--- src/rtl/mps_pkg.sv ---
package mps_pkg;
  // One-second and one-hundredth-second time base
  localparam int unsigned CLOCK_HZ = 100_000_000;
  localparam int unsigned CS_PER_S = 100;
  localparam int unsigned CS_CYCLES = CLOCK_HZ / CS_PER_S;
  localparam logic [6:0] CS_LAST = 7'(CS_PER_S - 1);
  // Fixed delays in seconds; THERMAL_CLEAR_MIN in minutes
  localparam logic [6:0] PHASE_LOSS_S = 7'h01;
  localparam logic [6:0] EXT_FAULT_S = 7'h02;
  localparam logic [6:0] AUTO_RESET_S = 7'h3C;
  localparam int unsigned THERMAL_CLEAR_MIN = 15;
  localparam logic [9:0] THERMAL_CLEAR_S = 10'(THERMAL_CLEAR_MIN * 60);
  // Fixed limits
  localparam logic [7:0] HEATSINK_MAX_C = 8'h55;
  localparam logic [7:0] FREQ_MIN_HZ = 8'h2D;
  localparam logic [7:0] FREQ_MAX_HZ = 8'h41;
  // Setting ranges, in 9 bits except CS_PER_DS in 8 bits
  localparam logic [8:0] UV_MIN_PCT = 9'h032;
  localparam logic [8:0] UV_MAX_PCT = 9'h05A;
  localparam logic [8:0] OV_MIN_PCT = 9'h06E;
  localparam logic [8:0] OV_MAX_PCT = 9'h07D;
  localparam logic [8:0] DELAY_MIN_S = 9'h001;
  localparam logic [8:0] DELAY_MAX_S = 9'h00A;
  localparam logic [8:0] PULSE_MIN_DS = 9'h001;
  localparam logic [8:0] PULSE_MAX_DS = 9'h00A;
  localparam logic [7:0] CS_PER_DS = 8'h0A;
  localparam logic [8:0] PULSE_PCT = 9'h050;
  localparam logic [8:0] INIT_V_MIN_PCT = 9'h00A;
  localparam logic [8:0] INIT_V_MAX_PCT = 9'h032;
  localparam logic [8:0] INIT_I_MIN_PCT = 9'h064;
  localparam logic [8:0] INIT_I_MAX_PCT = 9'h190;
  // Thermal model: current in percent of full load, squared per hundredth second
  localparam int unsigned OL_REF_PCT = 500;
  localparam int unsigned FLA_PCT = 100;
  localparam logic [31:0] HEAT_PER_S = 32'(OL_REF_PCT * OL_REF_PCT * CS_PER_S);
  localparam logic [31:0] COOL_PER_CS = 32'(FLA_PCT * FLA_PCT);
  // Fault causes
  localparam logic [3:0] C_NONE = 4'h0;
  localparam logic [3:0] C_OVERLOAD = 4'h1;
  localparam logic [3:0] C_UNDERVOLT = 4'h2;
  localparam logic [3:0] C_ZEROVOLT = 4'h3;
  localparam logic [3:0] C_OVERVOLT = 4'h4;
  localparam logic [3:0] C_PHASE_LOSS = 4'h5;
  localparam logic [3:0] C_FREQUENCY = 4'h6;
  localparam logic [3:0] C_SEQUENCE = 4'h7;
  localparam logic [3:0] C_WIRING = 4'h8;
  localparam logic [3:0] C_HEATSINK = 4'h9;
  localparam logic [3:0] C_EXTERNAL = 4'hA;

  typedef enum logic [1:0] {
    ST_IDLE = 2'b01,
    ST_WAIT = 2'b10
  } store_st_t;

  function automatic logic [8:0] clamp9(input logic [8:0] v, input logic [8:0] lo,
                                        input logic [8:0] hi);
    clamp9 = (v < lo) ? lo : ((v > hi) ? hi : v);
  endfunction
endpackage

--- src/rtl/held_delay_timer.sv ---
`timescale 1ns/10ps
module held_delay_timer (
  input wire logic i_clock,
  input wire logic i_nrst,
  input wire logic i_tick,
  input wire logic i_cond,
  input wire logic [6:0] i_limit,
  output logic o_expired
);
  typedef struct packed {
    logic [6:0] cnt;
    logic done;
  } tmr_t;
  tmr_t q, d;

  always_comb begin
    d = q;
    if (!i_cond) begin
      d.cnt = 7'h00;
      d.done = 1'b0;
    end else if (i_tick && !q.done) begin
      d.cnt = 7'(q.cnt + 7'h01);
      d.done = (7'(q.cnt + 7'h01) > i_limit);
    end
  end

  always_ff @(posedge i_clock) begin
    if (!i_nrst) begin
      q <= '0;
    end else begin
      q <= d;
    end
  end

  assign o_expired = q.done;

  chk_timer_restart: assert property (@(posedge i_clock) disable iff (!i_nrst)
    !i_cond |=> !o_expired && q.cnt == 7'h00)
    else $error("timer did not restart when condition cleared");
endmodule

--- src/rtl/motor_protection_fault_supervisor.sv ---
`timescale 1ns/10ps
// Functional notes
// - Overload protection armed only in full-voltage run, not during soft start or stop.
// - Thermal accumulator integrates heating minus cooling; trips when full.
// - Accumulator clears after fifteen continuous minutes stopped.
// - Overload delay 1-10 s sets trip time at five times full-load current.
// - After start, trip if voltage below 50-90% threshold longer than delay.
// - Under- and over-voltage delays each set from 1 to 10 s.
// - After start, zero mains voltage trips at once, ignoring the under-voltage delay.
// - Over-voltage 110-125% trip after delay; threshold never below under-voltage setting.
// - Locked parameters refuse a store and show the lock refusal message.
// - No parameter store while ramping.
// - Store attempt ends with save confirmation or save failure message.
// - Energized unit trips when phases missing more than one second.
// - Trip when mains frequency below 45 Hz or above 65 Hz.
// - Phase sequence trip only when enabled, then whenever energized.
// - After start, trip on wiring fault, open winding or shorted thyristor.
// - Trip when heatsink exceeds 85 degrees Celsius.
// - Auxiliary input as external fault trips when closed over two seconds.
// - Any trip latches fault: firing inhibited, indicator, cause shown, relay on.
// - Fault cleared by key or remote input after cause gone; never with start.
// - A fault latched before outage is restored when supply returns.
// - Auto-reset clears under-voltage, zero-voltage and phase faults 60 s after restoration, no start.
// - Nonzero pulse time gives 80% kick without current limit for 0.1-1 s.
// - Initial voltage 10-50%; beyond maximum becomes initial current 100-400%.
module motor_protection_fault_supervisor #(
  parameter int unsigned CS_CYCLES_P = mps_pkg::CS_CYCLES
) (
  input wire logic i_clock,
  input wire logic i_nrst,
  input wire logic i_energized,
  input wire logic i_start,
  input wire logic i_ramp_active,
  input wire logic i_run,
  input wire logic [7:0] i_line_pct,
  input wire logic [7:0] i_freq_hz,
  input wire logic i_phase_missing,
  input wire logic i_seq_wrong,
  input wire logic i_seq_enable,
  input wire logic i_wiring_fault,
  input wire logic [7:0] i_heatsink_c,
  input wire logic [9:0] i_current_pct,
  input wire logic i_aux_closed,
  input wire logic i_aux_ext_fault_mode,
  input wire logic i_aux_remote_reset_mode,
  input wire logic i_reset_key,
  input wire logic i_auto_reset_en,
  input wire logic [3:0] i_saved_cause,
  input wire logic [3:0] i_ol_delay_s,
  input wire logic [7:0] i_uv_pct,
  input wire logic [3:0] i_uv_delay_s,
  input wire logic [7:0] i_ov_pct,
  input wire logic [3:0] i_ov_delay_s,
  input wire logic i_lock,
  input wire logic i_store_req,
  input wire logic i_store_done,
  input wire logic i_store_ok,
  input wire logic [3:0] i_pulse_ds,
  input wire logic [7:0] i_init_v_pct,
  input wire logic [8:0] i_init_i_pct,
  output logic [3:0] o_fault_cause,
  output logic o_fault_led,
  output logic o_fault_relay,
  output logic o_fire_inhibit,
  output logic [31:0] o_thermal,
  output logic o_store_write,
  output logic o_save_ok_message,
  output logic o_save_failure_message,
  output logic o_lock_refusal_message,
  output logic o_ramp_refusal_message,
  output logic [8:0] o_voltage_ref_pct,
  output logic o_current_limit_off,
  output logic o_init_current_mode,
  output logic [8:0] o_init_current_pct
);
  import mps_pkg::*;

  typedef struct packed {
    logic [3:0] cause;
    logic restored;
    logic start_q;
    logic [31:0] cs_cnt;
    logic [6:0] cs_in_s;
    logic [31:0] thermal;
    logic [9:0] stop_s;
    logic [7:0] pulse_cs;
    logic pulse_on;
    store_st_t st;
    logic write;
    logic ok;
    logic fail;
    logic lock_msg;
    logic ramp_msg;
    logic [8:0] vref;
    logic lim_off;
    logic icur_mode;
    logic [8:0] icur;
  } state_t;
  state_t q, d;

  logic cs_tick, s_tick;
  logic [8:0] ol_s, uv_eff, ov_eff, uv_dly, ov_dly, pulse_ds;
  logic [31:0] th_full, heat, th_sum;
  logic stopped, ol_trip, uv_low, zero_trip, ov_high, ph_cond, freq_trip;
  logic seq_trip, wire_trip, heat_trip, ext_cond, ar_cond, reset_req, auto_ok;
  logic uv_done, ov_done, ph_done, ext_done, ar_done, still;
  logic [3:0] trip_cause;

  assign cs_tick = (q.cs_cnt == CS_CYCLES_P - 1);
  assign s_tick = cs_tick && (q.cs_in_s == CS_LAST);

  // Settings held inside their ranges
  assign ol_s = clamp9({5'h00, i_ol_delay_s}, DELAY_MIN_S, DELAY_MAX_S);
  assign uv_dly = clamp9({5'h00, i_uv_delay_s}, DELAY_MIN_S, DELAY_MAX_S);
  assign ov_dly = clamp9({5'h00, i_ov_delay_s}, DELAY_MIN_S, DELAY_MAX_S);
  assign uv_eff = clamp9({1'b0, i_uv_pct}, UV_MIN_PCT, UV_MAX_PCT);
  assign ov_eff = clamp9({1'b0, i_ov_pct}, (uv_eff > OV_MIN_PCT) ? uv_eff : OV_MIN_PCT,
                         OV_MAX_PCT);
  assign pulse_ds = clamp9({5'h00, i_pulse_ds}, PULSE_MIN_DS, PULSE_MAX_DS);

  // Thermal model
  assign th_full = 32'(32'(ol_s) * HEAT_PER_S);
  assign heat = 32'(32'(i_current_pct) * 32'(i_current_pct));
  assign th_sum = 32'(q.thermal + heat);
  assign stopped = !i_start && !i_run && !i_ramp_active;
  assign ol_trip = i_run && (q.thermal >= th_full);

  // Trip conditions
  assign zero_trip = i_start && (i_line_pct == 8'h00);
  assign uv_low = i_start && (i_line_pct != 8'h00) && ({1'b0, i_line_pct} < uv_eff);
  assign ov_high = i_energized && ({1'b0, i_line_pct} > ov_eff);
  assign ph_cond = i_energized && i_phase_missing;
  assign freq_trip = i_energized && (i_line_pct != 8'h00)
                     && ((i_freq_hz < FREQ_MIN_HZ) || (i_freq_hz > FREQ_MAX_HZ));
  assign seq_trip = i_energized && i_seq_enable && i_seq_wrong;
  assign wire_trip = i_start && i_wiring_fault;
  assign heat_trip = (i_heatsink_c > HEATSINK_MAX_C);
  assign ext_cond = i_energized && i_aux_ext_fault_mode && i_aux_closed;
  assign ar_cond = i_energized && !i_start && !i_phase_missing
                   && ({1'b0, i_line_pct} >= uv_eff);

  held_delay_timer u_uv (
    .i_clock(i_clock), .i_nrst(i_nrst), .i_tick(s_tick), .i_cond(uv_low),
    .i_limit(7'(uv_dly)), .o_expired(uv_done)
  );
  held_delay_timer u_ov (
    .i_clock(i_clock), .i_nrst(i_nrst), .i_tick(s_tick), .i_cond(ov_high),
    .i_limit(7'(ov_dly)), .o_expired(ov_done)
  );
  held_delay_timer u_ph (
    .i_clock(i_clock), .i_nrst(i_nrst), .i_tick(s_tick), .i_cond(ph_cond),
    .i_limit(PHASE_LOSS_S), .o_expired(ph_done)
  );
  held_delay_timer u_ext (
    .i_clock(i_clock), .i_nrst(i_nrst), .i_tick(s_tick), .i_cond(ext_cond),
    .i_limit(EXT_FAULT_S), .o_expired(ext_done)
  );
  held_delay_timer u_ar (
    .i_clock(i_clock), .i_nrst(i_nrst), .i_tick(s_tick), .i_cond(ar_cond),
    .i_limit(AUTO_RESET_S), .o_expired(ar_done)
  );

  // Trip priority and cause presence
  always_comb begin
    trip_cause = C_NONE;
    if (zero_trip) begin
      trip_cause = C_ZEROVOLT;
    end else if (heat_trip) begin
      trip_cause = C_HEATSINK;
    end else if (wire_trip) begin
      trip_cause = C_WIRING;
    end else if (ph_done) begin
      trip_cause = C_PHASE_LOSS;
    end else if (freq_trip) begin
      trip_cause = C_FREQUENCY;
    end else if (seq_trip) begin
      trip_cause = C_SEQUENCE;
    end else if (uv_done) begin
      trip_cause = C_UNDERVOLT;
    end else if (ov_done) begin
      trip_cause = C_OVERVOLT;
    end else if (ext_done) begin
      trip_cause = C_EXTERNAL;
    end else if (ol_trip) begin
      trip_cause = C_OVERLOAD;
    end
    case (q.cause)
      C_OVERLOAD: still = i_run && (q.thermal >= th_full);
      C_UNDERVOLT: still = uv_low;
      C_ZEROVOLT: still = zero_trip;
      C_OVERVOLT: still = ov_high;
      C_PHASE_LOSS: still = ph_cond;
      C_FREQUENCY: still = freq_trip;
      C_SEQUENCE: still = seq_trip;
      C_WIRING: still = wire_trip;
      C_HEATSINK: still = heat_trip;
      C_EXTERNAL: still = ext_cond;
      default: still = 1'b0;
    endcase
  end

  assign reset_req = i_reset_key || (i_aux_remote_reset_mode && i_aux_closed);
  assign auto_ok = i_auto_reset_en && ar_done
                   && ((q.cause == C_UNDERVOLT) || (q.cause == C_ZEROVOLT)
                   || (q.cause == C_PHASE_LOSS));

  always_comb begin
    d = q;
    d.start_q = i_start;
    d.write = 1'b0;
    // Time base
    d.cs_cnt = cs_tick ? 32'h0000_0000 : 32'(q.cs_cnt + 32'h0000_0001);
    if (s_tick) begin
      d.cs_in_s = 7'h00;
    end else if (cs_tick) begin
      d.cs_in_s = 7'(q.cs_in_s + 7'h01);
    end
    // Stopped time
    if (!stopped) begin
      d.stop_s = 10'h000;
    end else if (s_tick && (q.stop_s != THERMAL_CLEAR_S)) begin
      d.stop_s = 10'(q.stop_s + 10'h001);
    end
    // Thermal accumulator
    if (q.stop_s == THERMAL_CLEAR_S) begin
      d.thermal = 32'h0000_0000;
    end else if (cs_tick) begin
      if (i_run && (th_sum > COOL_PER_CS)) begin
        d.thermal = (th_sum - COOL_PER_CS > th_full) ? th_full : 32'(th_sum - COOL_PER_CS);
      end else if (!i_run && (q.thermal > COOL_PER_CS)) begin
        d.thermal = 32'(q.thermal - COOL_PER_CS);
      end else begin
        d.thermal = 32'h0000_0000;
      end
    end
    // Fault latch
    if (!q.restored) begin
      d.restored = 1'b1;
      d.cause = i_saved_cause;
    end else if (q.cause == C_NONE) begin
      d.cause = trip_cause;
    end else if (!i_start && ((reset_req && !still) || auto_ok)) begin
      d.cause = C_NONE;
    end
    // Pulse start
    if (!i_start) begin
      d.pulse_on = 1'b0;
      d.pulse_cs = 8'h00;
    end else if (i_start && !q.start_q && (i_pulse_ds != 4'h0) && (q.cause == C_NONE)) begin
      d.pulse_on = 1'b1;
      d.pulse_cs = 8'(8'(pulse_ds) * CS_PER_DS);
    end else if (q.pulse_on && cs_tick) begin
      d.pulse_cs = 8'(q.pulse_cs - 8'h01);
      d.pulse_on = (q.pulse_cs != 8'h01);
    end
    // Initial voltage or current
    d.icur_mode = ({1'b0, i_init_v_pct} > INIT_V_MAX_PCT);
    d.icur = clamp9(i_init_i_pct, INIT_I_MIN_PCT, INIT_I_MAX_PCT);
    d.lim_off = d.pulse_on;
    if (d.pulse_on) begin
      d.vref = PULSE_PCT;
    end else begin
      d.vref = clamp9({1'b0, i_init_v_pct}, INIT_V_MIN_PCT, INIT_V_MAX_PCT);
    end
    // Parameter store
    case (q.st)
      ST_IDLE: begin
        if (i_store_req) begin
          d.ok = 1'b0;
          d.fail = 1'b0;
          d.lock_msg = 1'b0;
          d.ramp_msg = 1'b0;
          if (i_lock) begin
            d.lock_msg = 1'b1;
          end else if (i_ramp_active) begin
            d.ramp_msg = 1'b1;
          end else begin
            d.write = 1'b1;
            d.st = ST_WAIT;
          end
        end
      end
      ST_WAIT: begin
        if (i_store_done) begin
          d.ok = i_store_ok;
          d.fail = !i_store_ok;
          d.st = ST_IDLE;
        end
      end
      default: d.st = ST_IDLE;
    endcase
  end

  always_ff @(posedge i_clock) begin
    if (!i_nrst) begin
      q <= '0;
      q.st <= ST_IDLE;
      q.vref <= INIT_V_MIN_PCT;
      q.icur <= INIT_I_MIN_PCT;
    end else begin
      q <= d;
    end
  end

  assign o_fault_cause = q.cause;
  assign o_fault_led = (q.cause != C_NONE);
  assign o_fault_relay = (q.cause != C_NONE);
  assign o_fire_inhibit = (q.cause != C_NONE);
  assign o_thermal = q.thermal;
  assign o_store_write = q.write;
  assign o_save_ok_message = q.ok;
  assign o_save_failure_message = q.fail;
  assign o_lock_refusal_message = q.lock_msg;
  assign o_ramp_refusal_message = q.ramp_msg;
  assign o_voltage_ref_pct = q.vref;
  assign o_current_limit_off = q.lim_off;
  assign o_init_current_mode = q.icur_mode;
  assign o_init_current_pct = q.icur;

  chk_no_ol_soft: assert property (@(posedge i_clock) disable iff (!i_nrst)
    q.restored && q.cause == C_NONE && !i_run |=> q.cause != C_OVERLOAD)
    else $error("overload trip outside run");
  chk_thermal_clear: assert property (@(posedge i_clock) disable iff (!i_nrst)
    q.stop_s == THERMAL_CLEAR_S |=> q.thermal == 32'h0000_0000)
    else $error("thermal not cleared after stop interval");
  chk_thermal_cap: assert property (@(posedge i_clock) disable iff (!i_nrst)
    i_run && cs_tick && $stable(th_full) |=> q.thermal <= th_full)
    else $error("thermal exceeded full value");
  chk_zero_trip: assert property (@(posedge i_clock) disable iff (!i_nrst)
    q.restored && q.cause == C_NONE && i_start && i_line_pct == 8'h00
    |=> q.cause == C_ZEROVOLT)
    else $error("zero voltage did not trip at once");
  chk_ov_floor: assert property (@(posedge i_clock) disable iff (!i_nrst)
    ov_eff >= uv_eff && ov_eff >= OV_MIN_PCT && ov_eff <= OV_MAX_PCT)
    else $error("over-voltage threshold out of range");
  chk_lock_refuse: assert property (@(posedge i_clock) disable iff (!i_nrst)
    q.st == ST_IDLE && i_store_req && i_lock |=> o_lock_refusal_message && !o_store_write)
    else $error("locked store not refused");
  chk_ramp_refuse: assert property (@(posedge i_clock) disable iff (!i_nrst)
    q.st == ST_IDLE && i_store_req && !i_lock && i_ramp_active
    |=> o_ramp_refusal_message && !o_store_write ##1 !o_store_write)
    else $error("store during ramp not refused");
  chk_store_result: assert property (@(posedge i_clock) disable iff (!i_nrst)
    q.st == ST_WAIT && i_store_done
    |=> o_save_ok_message == $past(i_store_ok) && o_save_failure_message != $past(i_store_ok))
    else $error("store result message wrong");
  chk_heat_trip: assert property (@(posedge i_clock) disable iff (!i_nrst)
    q.restored && q.cause == C_NONE && heat_trip && !zero_trip |=> q.cause == C_HEATSINK)
    else $error("heatsink over temperature did not trip");
  chk_fault_outputs: assert property (@(posedge i_clock) disable iff (!i_nrst)
    $rose(o_fault_led) |-> o_fire_inhibit && o_fault_relay && $past(trip_cause) == o_fault_cause
    || !$past(q.restored))
    else $error("fault latch outputs inconsistent");
  chk_reset_blocked: assert property (@(posedge i_clock) disable iff (!i_nrst)
    q.restored && q.cause != C_NONE && i_start |=> $stable(q.cause))
    else $error("fault cleared with start present");
  chk_pulse_level: assert property (@(posedge i_clock) disable iff (!i_nrst)
    q.pulse_on |-> o_voltage_ref_pct == PULSE_PCT && o_current_limit_off)
    else $error("pulse start level wrong");
endmodule

--- config.mk ---
export PLATFORM = sky130hd
export DESIGN_NAME = motor_protection_fault_supervisor
export DESIGN_NICKNAME = d
export VERILOG_FILES = /design/src/rtl/mps_pkg.sv /design/src/rtl/held_delay_timer.sv /design/src/rtl/motor_protection_fault_supervisor.sv
export SDC_FILE = /design/constraint.sdc
export NUM_CORES = 1
export LEC_CHECK = 0
export BUFFER_PORTS_ARGS = -buffer_cell sky130_fd_sc_hd__buf_2
export CAP_MARGIN = 10
export CORE_ASPECT_RATIO = 1.1
export CORE_MARGIN = 2
export CORE_UTILIZATION = 50
export DETAILED_ROUTE_END_ITERATION = 8
export GPL_TIMING_DRIVEN = 1
export PLACE_DENSITY_LB_ADDON = 0.15
export SLEW_MARGIN = 20
export SYNTH_ARGS = -nofsm -noshare
export SYNTH_HDL_FRONTEND = slang
export SYNTH_SLANG_ARGS = --single-unit
export TNS_END_PERCENT = 30
--- constraint.sdc ---
create_clock -name i_clock -period 9.3 [get_ports i_clock]
set_clock_uncertainty 0.1 [all_clocks]
set_input_delay 1.86 -clock i_clock [delete_from_list [all_inputs] [get_ports i_clock]]
set_output_delay 1.86 -clock i_clock [all_outputs]
set_load 0.02 [all_outputs]
Word-level counts from Yosys, hierarchy flattened
Index checks and enable logic that the tools add are counted.
W data, S select, Z words.
{ "word_totals": {"regBits": 162, "latchBits": 0, "mem_bits_rw": 0, "mem_bits_ro": 0, "input_bits": 106, "out_inout_bits": 64, "mem_count": 0} }
{ "op_classes": {"add_sub_neg": 12, "n_mul": 3, "n_div": 0, "magnitude_cmp": 32, "eq_ne": 22, "n_shift": 0, "mux": 58, "bitwise_logic": 4, "reduce_logical": 79} }
{ "ops": {"columns": ["operator", "count"], "rows": [
  ["$mux W32", 6],
  ["$mux W119", 1],
  ["$mux W4", 20],
  ["$gt A32 B14 Y1 const B", 2],
  ["$mux W8", 8],
  ["$sub A32 B14 Y32 const B", 2],
  ["$mux W9", 5],
  ["$add A7 B1 Y7 const B", 6],
  ["$gt A8 B7 Y1 const B", 5],
  ["$logic_and A1 B1 Y1", 36],
  ["$add A32 B1 Y32 const B", 1],
  ["$add A32 B20 Y32", 1],
  ["$eq A32 B20 Y1 const B", 1],
  ["$ge A32 B29 Y1", 1],
  ["$gt A32 B29 Y1", 1],
  ["$mul A4 B19 Y23 const B", 1],
  ["$mux W7", 3],
  ["$mul A10 B10 Y20", 1],
  ["$mux W10", 2],
  ["$eq A4 B3 Y1 const B", 4],
  ["$gt A4 B4 Y1 const B", 4],
  ["$lt A4 B1 Y1 const B", 4],
  ["$lt A8 B6 Y1 const B", 2],
  ["$lt A8 B8 Y1", 2],
  ["43 further kinds", 91]
]} }

Longest topological paths before layout
{ "depth": {"word_depth": 18, "ltp_mapped": 40, "ltp_nobuf": 37} }

By module
Synthesis repeated with hierarchy kept, for this count alone.
{ "hier_totals": {"cells_unflattened": 2090, "area_unflattened_um2": 16862.4} }
{ "by_module_without_submodules": {"columns": ["module", "instances", "cells_per_inst", "area_per_inst_um2"], "rows": [
  ["motor_protection_fault_supervisor", 1, 1760, 14003.4],
  ["held_delay_timer", 5, 66, 571.8]
]} }

Worst setup path after synthesis
No wires, ideal clock.
{ "synth_timing": {"kind": "input-to-reg", "from": "input i_current_pct[7]", "to": "register q, in the netlist o_thermal[27]", "setup_time_ns": 0.096, "arrival_time_ns": 9.958, "required_time_ns": 9.104, "setup_slack_ns": -0.853, "path_stages": 36, "path_buffers": 3, "cell_sequence": "clkbuf_1 > inv_1 > nor2_1 > fa_1 > fa_1 > inv_1 > fa_1 > inv_1 > fa_1 > inv_1 > fa_1 > inv_1 > ha_1 > a21oi_2 > o21ai_1 > or3_1 > o21ai_1 > xnor2_1 > or3_1 > or3_1 > buf_2 > nor2_1 > nand2_1 > xnor2_1 > ha_1 > a21o_1 > a21oi_1 > nor2b_1 > o21ai_0 > o211ai_1 > a211o_1 > o31ai_1 > o211ai_4 > buf_8 > and2_1 > o41ai_2"} }
{ "synth_via": {"elab_chain_len": 6, "word_cells_on_any_way": 8} }
{ "synth_rtl": {"columns": ["element", "line", "rtl"], "rows": [
  ["start, declared", "motor_protection_fault_supervisor.sv:42", "input wire logic [9:0] i_current_pct,"],
  ["$mul A10 B10 Y20 (*)", "motor_protection_fault_supervisor.sv:123", "assign heat = 32'(32'(i_current_pct) * 32'(i_current_pct));"],
  ["$add A32 B20 Y32 (*)", "motor_protection_fault_supervisor.sv:124", "assign th_sum = 32'(q.thermal + heat);"],
  ["$sub A32 B14 Y32", "motor_protection_fault_supervisor.sv:229", "d.thermal = (th_sum - COOL_PER_CS > th_full) ? th_full : 32'(th_sum - COOL_PER_CS);"],
  ["$gt A32 B29 Y1", "motor_protection_fault_supervisor.sv:229", null],
  ["$mux W32", "motor_protection_fault_supervisor.sv:229", null],
  ["$mux W32 (*)", "motor_protection_fault_supervisor.sv:228", "if (i_run && (th_sum > COOL_PER_CS)) begin"],
  ["end, declared", "motor_protection_fault_supervisor.sv:99", "state_t q, d;"]
]} }
Mark *: on every way between the ends. The rest lies on a longest branch, timed or not.
A chain may end at the register's enable or synchronous reset.

Worst setup path after layout
{ "layout_timing": {"from": "input i_current_pct[3]", "to": "register q, in the netlist o_thermal[13]"} }
The elaborated chain is that of the path after synthesis.

==> results.sh <==
export IMPL_outcome="complete, but fails checks"
export IMPL_violations="setup timing"
export IMPL_postSynthCellCount=2052
export IMPL_clkSinkCount=161
export IMPL_fill_cells=2856
export IMPL_synthSimpleGateAreaFrac=0.222
export IMPL_crit_type="in2reg"
export IMPL_diodes=0
export IMPL_max_slew_margin=0.311
export IMPL_yosys_area_top_type="dfxtp_1"
export IMPL_die_w_um=176
export IMPL_start_util=0.506
export IMPL_ff_latch_area_mm2=0.00322
export IMPL_synthXorXnorAreaFrac=0.0795
export IMPL_async_reset_ff_frac=0
export IMPL_die_area_mm2=0.0341
export IMPL_routed_wirelength_um=45300
export IMPL_h_tree_depth=4
export IMPL_fin_crit_sh=1.03
export IMPL_synth_top_family_by_area="adder cells"
export IMPL_post_route_min_period_ns=9.54
export IMPL_power_frac_clock=0.119
export IMPL_pwr_share_comb=0.768
export IMPL_final_antenna_net_count=0
export IMPL_ys_ff_latch=161
export IMPL_layout_nets=2688
export IMPL_grt_first_pass_wirelength_um=74400
export IMPL_final_cell_area_mm2=0.0199
export IMPL_power_switching_mw=2.86
export IMPL_critPathSlowestCell="or4b_4"
export IMPL_dpl_cell_area_mm2=0.0186
export IMPL_hold_path_class="reg2reg"
export IMPL_routedWlPerCell_um=16.3
export IMPL_setup_viol=29
export IMPL_syn2layout_area_growth_pct=22.0
export IMPL_grt_max_degree=36
export IMPL_fp_dieH_um=193
export IMPL_synth_compound_gate_area_share=0.167
export IMPL_synth_common_cells="inv_1, nor2_1, ha_1"
export IMPL_antenna_found_initial=0
export IMPL_synth_area_per_cell_um2=7.94
export IMPL_gr_usage_all_layers=0.266
export IMPL_synth_top_area_frac=0.198
export IMPL_r2r_slack_ns=1.78
export IMPL_overflow=0
export IMPL_drc=0
export IMPL_pin_count=170
export IMPL_synthMuxAreaShare=0.0130
export IMPL_seq_area_frac_synth=0.198
export IMPL_cp_start_kind="input pin"
export IMPL_drtIter0Drc=816
export IMPL_netlist_top_cells_area="dfxtp_1, ha_1, fa_1, inv_1, nor2_1"
export IMPL_numPortBuffers=167
export IMPL_max_freq_mhz=105
export IMPL_row_count=69
export IMPL_hold_viol=0
export IMPL_drtPass1Iterations=5
export IMPL_yosysUniqueCellTypes=84
export IMPL_multi_input_area_mm2=0.0123
export IMPL_drv_cap=0
export IMPL_fin_ws_ns=-0.241
export IMPL_slowest_delay_ns=0.56
export IMPL_synth_edf_count=0
export IMPL_required_ns=9.53
export IMPL_grt_pass1_vias=15300
export IMPL_maxSlewViolCount=0
export IMPL_p_per_area_mw_per_mm2=316
export IMPL_cts_buffers=17
export IMPL_p_leak_nw=9.37
export IMPL_crit_top_cell="fa_1"
export IMPL_crit_arrival_ns=9.77
export IMPL_ys_flop_type="dfxtp_1"
export IMPL_p_seq_frac=0.112
export IMPL_yosysMostFrequentCell="inv_1"
export IMPL_synth_area_mm2=0.0163
export IMPL_intPower_mw=3.43
export IMPL_switching_share=0.454
export IMPL_ys_warn_count=0
export IMPL_cts_buffer_depth=2
export IMPL_critPathCaptureType="flop"
export IMPL_avgViaCountPerCell=5.55
export IMPL_tightest_slew_ns=1.03
export IMPL_detailed_place_hpwl_um=35200
export IMPL_drive_above_1_share=0.228
export IMPL_peakVddDrop_mv=0.230
export IMPL_critPathMaxFanout=7
export IMPL_place_ws_ns=-0.925
export IMPL_clk_latency_ns=0.44
export IMPL_cts_tree="built"
export IMPL_cts_root_buf="clkbuf_16"
export IMPL_vias=15400
export IMPL_clk_pin_slew_ns=0.08
export IMPL_coreArea_mm2=0.0322
export IMPL_place_gp_congestion=0.958
export IMPL_rsz0062_at_grt="yes"
export IMPL_yosys_area_share_adder=0.230
==> power by group through the flow <==
stage               combinational [mW]  clock, mW  sequential [mW]
floorplan                         2.69          0            0.721
global placement                  3.98          0            0.722
detailed placement                4.05          0            0.723
CTS                               4.47      0.762            0.706
global route                      5.24      0.792            0.708
finish                            4.83      0.749            0.706
==> stage by stage <==
| step | std cells | total power, mW | hold WS, ns | setup TNS (ns) | util |
|---|---|---|---|---|---|
| after global routing | 2770 | 6.74 | 0.393 | -13.29 | 0.617 |
| after detailed placement | 2710 | 4.77 | 0.356 | -24.43 | 0.578 |
| after global placement | 2710 | 4.70 | 0.342 | -21.96 | 0.578 |
| after floorplan | 2061 | 3.41 | 0.330 | 0 | - |
| after CTS | 2758 | 5.93 | 0.371 | -3.14 | 0.609 |
| final | 2770 | 6.29 | 0.368 | -4.80 | 0.617 |
==> area by class of cell <==
cell class / count / area share
Inverter: 200 / 0.0378
Multi-Input combinational cell: 1581 / 0.619
Clock inverter: 14 / 0.00850
Timing Repair Buffer: 370 / 0.124
Tap cell: 426 / 0.0268
Sequential cell: 161 / 0.162
Clock buffer: 18 / 0.0216
==> what timing repair did <==
action | 4_1_cts | 5_1_grt
resized for setup | 71 | 43
endpoints found under the hold margin | 0 | 0
hold buffers | 0 | 0
setup buffers | 13 | 13
gates cloned | 3 | 0
endpoints found under the setup margin | 29 | 29
pin swaps | 47 | 37
==> worst max-delay path, delay by kind of cell <==
kind	cells	cell delay, ns
compound gates	9	1.49
simple gates	13	2.30
fa+ha+maj	7	2.94
buf+inv	9	0.90
xor+xnor	1	0.27
==> path summary, 6_finish.rpt <==
check             cells past startpoint                    endpoint                 startpoint
setup / recovery                     39  o_thermal[13]$_SDFFE_PP0N_           i_current_pct[3]
hold / removal                        1            q[85]$_SDFF_PP0_           q[85]$_SDFF_PP0_
setup reg to reg                     33  o_thermal[13]$_SDFFE_PP0N_  o_thermal[8]$_SDFFE_PP0N_
hold reg to reg                       1            q[85]$_SDFF_PP0_           q[85]$_SDFF_PP0_
==> flip-flops by register name, summed over array words and instances (netlist names) <==
register / flops
u_ph.q: 7
o_init_current_pct: 9
o_ramp_refusal_message: 1
o_save_ok_message: 1
o_current_limit_off: 1
u_ov.q: 7
o_thermal: 32
u_uv.q: 7
o_store_write: 1
u_ar.o_expired: 1
u_ext.q: 7
o_voltage_ref_pct: 8
o_init_current_mode: 1
u_ph.o_expired: 1
o_save_failure_message: 1
u_ext.o_expired: 1
o_lock_refusal_message: 1
u_uv.o_expired: 1
u_ar.q: 7
q: 61
o_fault_cause: 4
u_ov.o_expired: 1
==> cells by family after synthesis <==
kind of cell | count (synthesis)
other | 2
AND/OR/NAND/NOR | 725
adder cells (fa/ha/maj) | 256
buffers and inverters | 321
flip-flops | 161
AO/OA/AOI/OAI | 418
XOR/XNOR | 148
multiplexers | 21
==> placed cells by master, fill, tap and decap left out, types with 31 or more instances in the layout <==
cell,count
o21ai_0,88
nand2_1,153
nor2_1,186
buf_4,192
nand3_1,54
nor2b_1,31
inv_1,195
fa_1,72
buf_2,159
nand4_1,42
xnor2_1,71
dfxtp_1,161
xor2_1,72
nor3_1,45
ha_1,166
a21oi_1,107
and2_1,36
==> per-layer routing <==
metal	GRT usage	vias up	routed length (um)	share of wire
met2	0.480	437	22500	0.50
met3	0.0377	75	2400	0.053
met5	0	-	0	0
li1	-	7589	-	-
met1	0.321	7283	19100	0.42
met4	0.0903	0	1330	0.029
No activity file was read; power rests on OpenSTA's default activity.
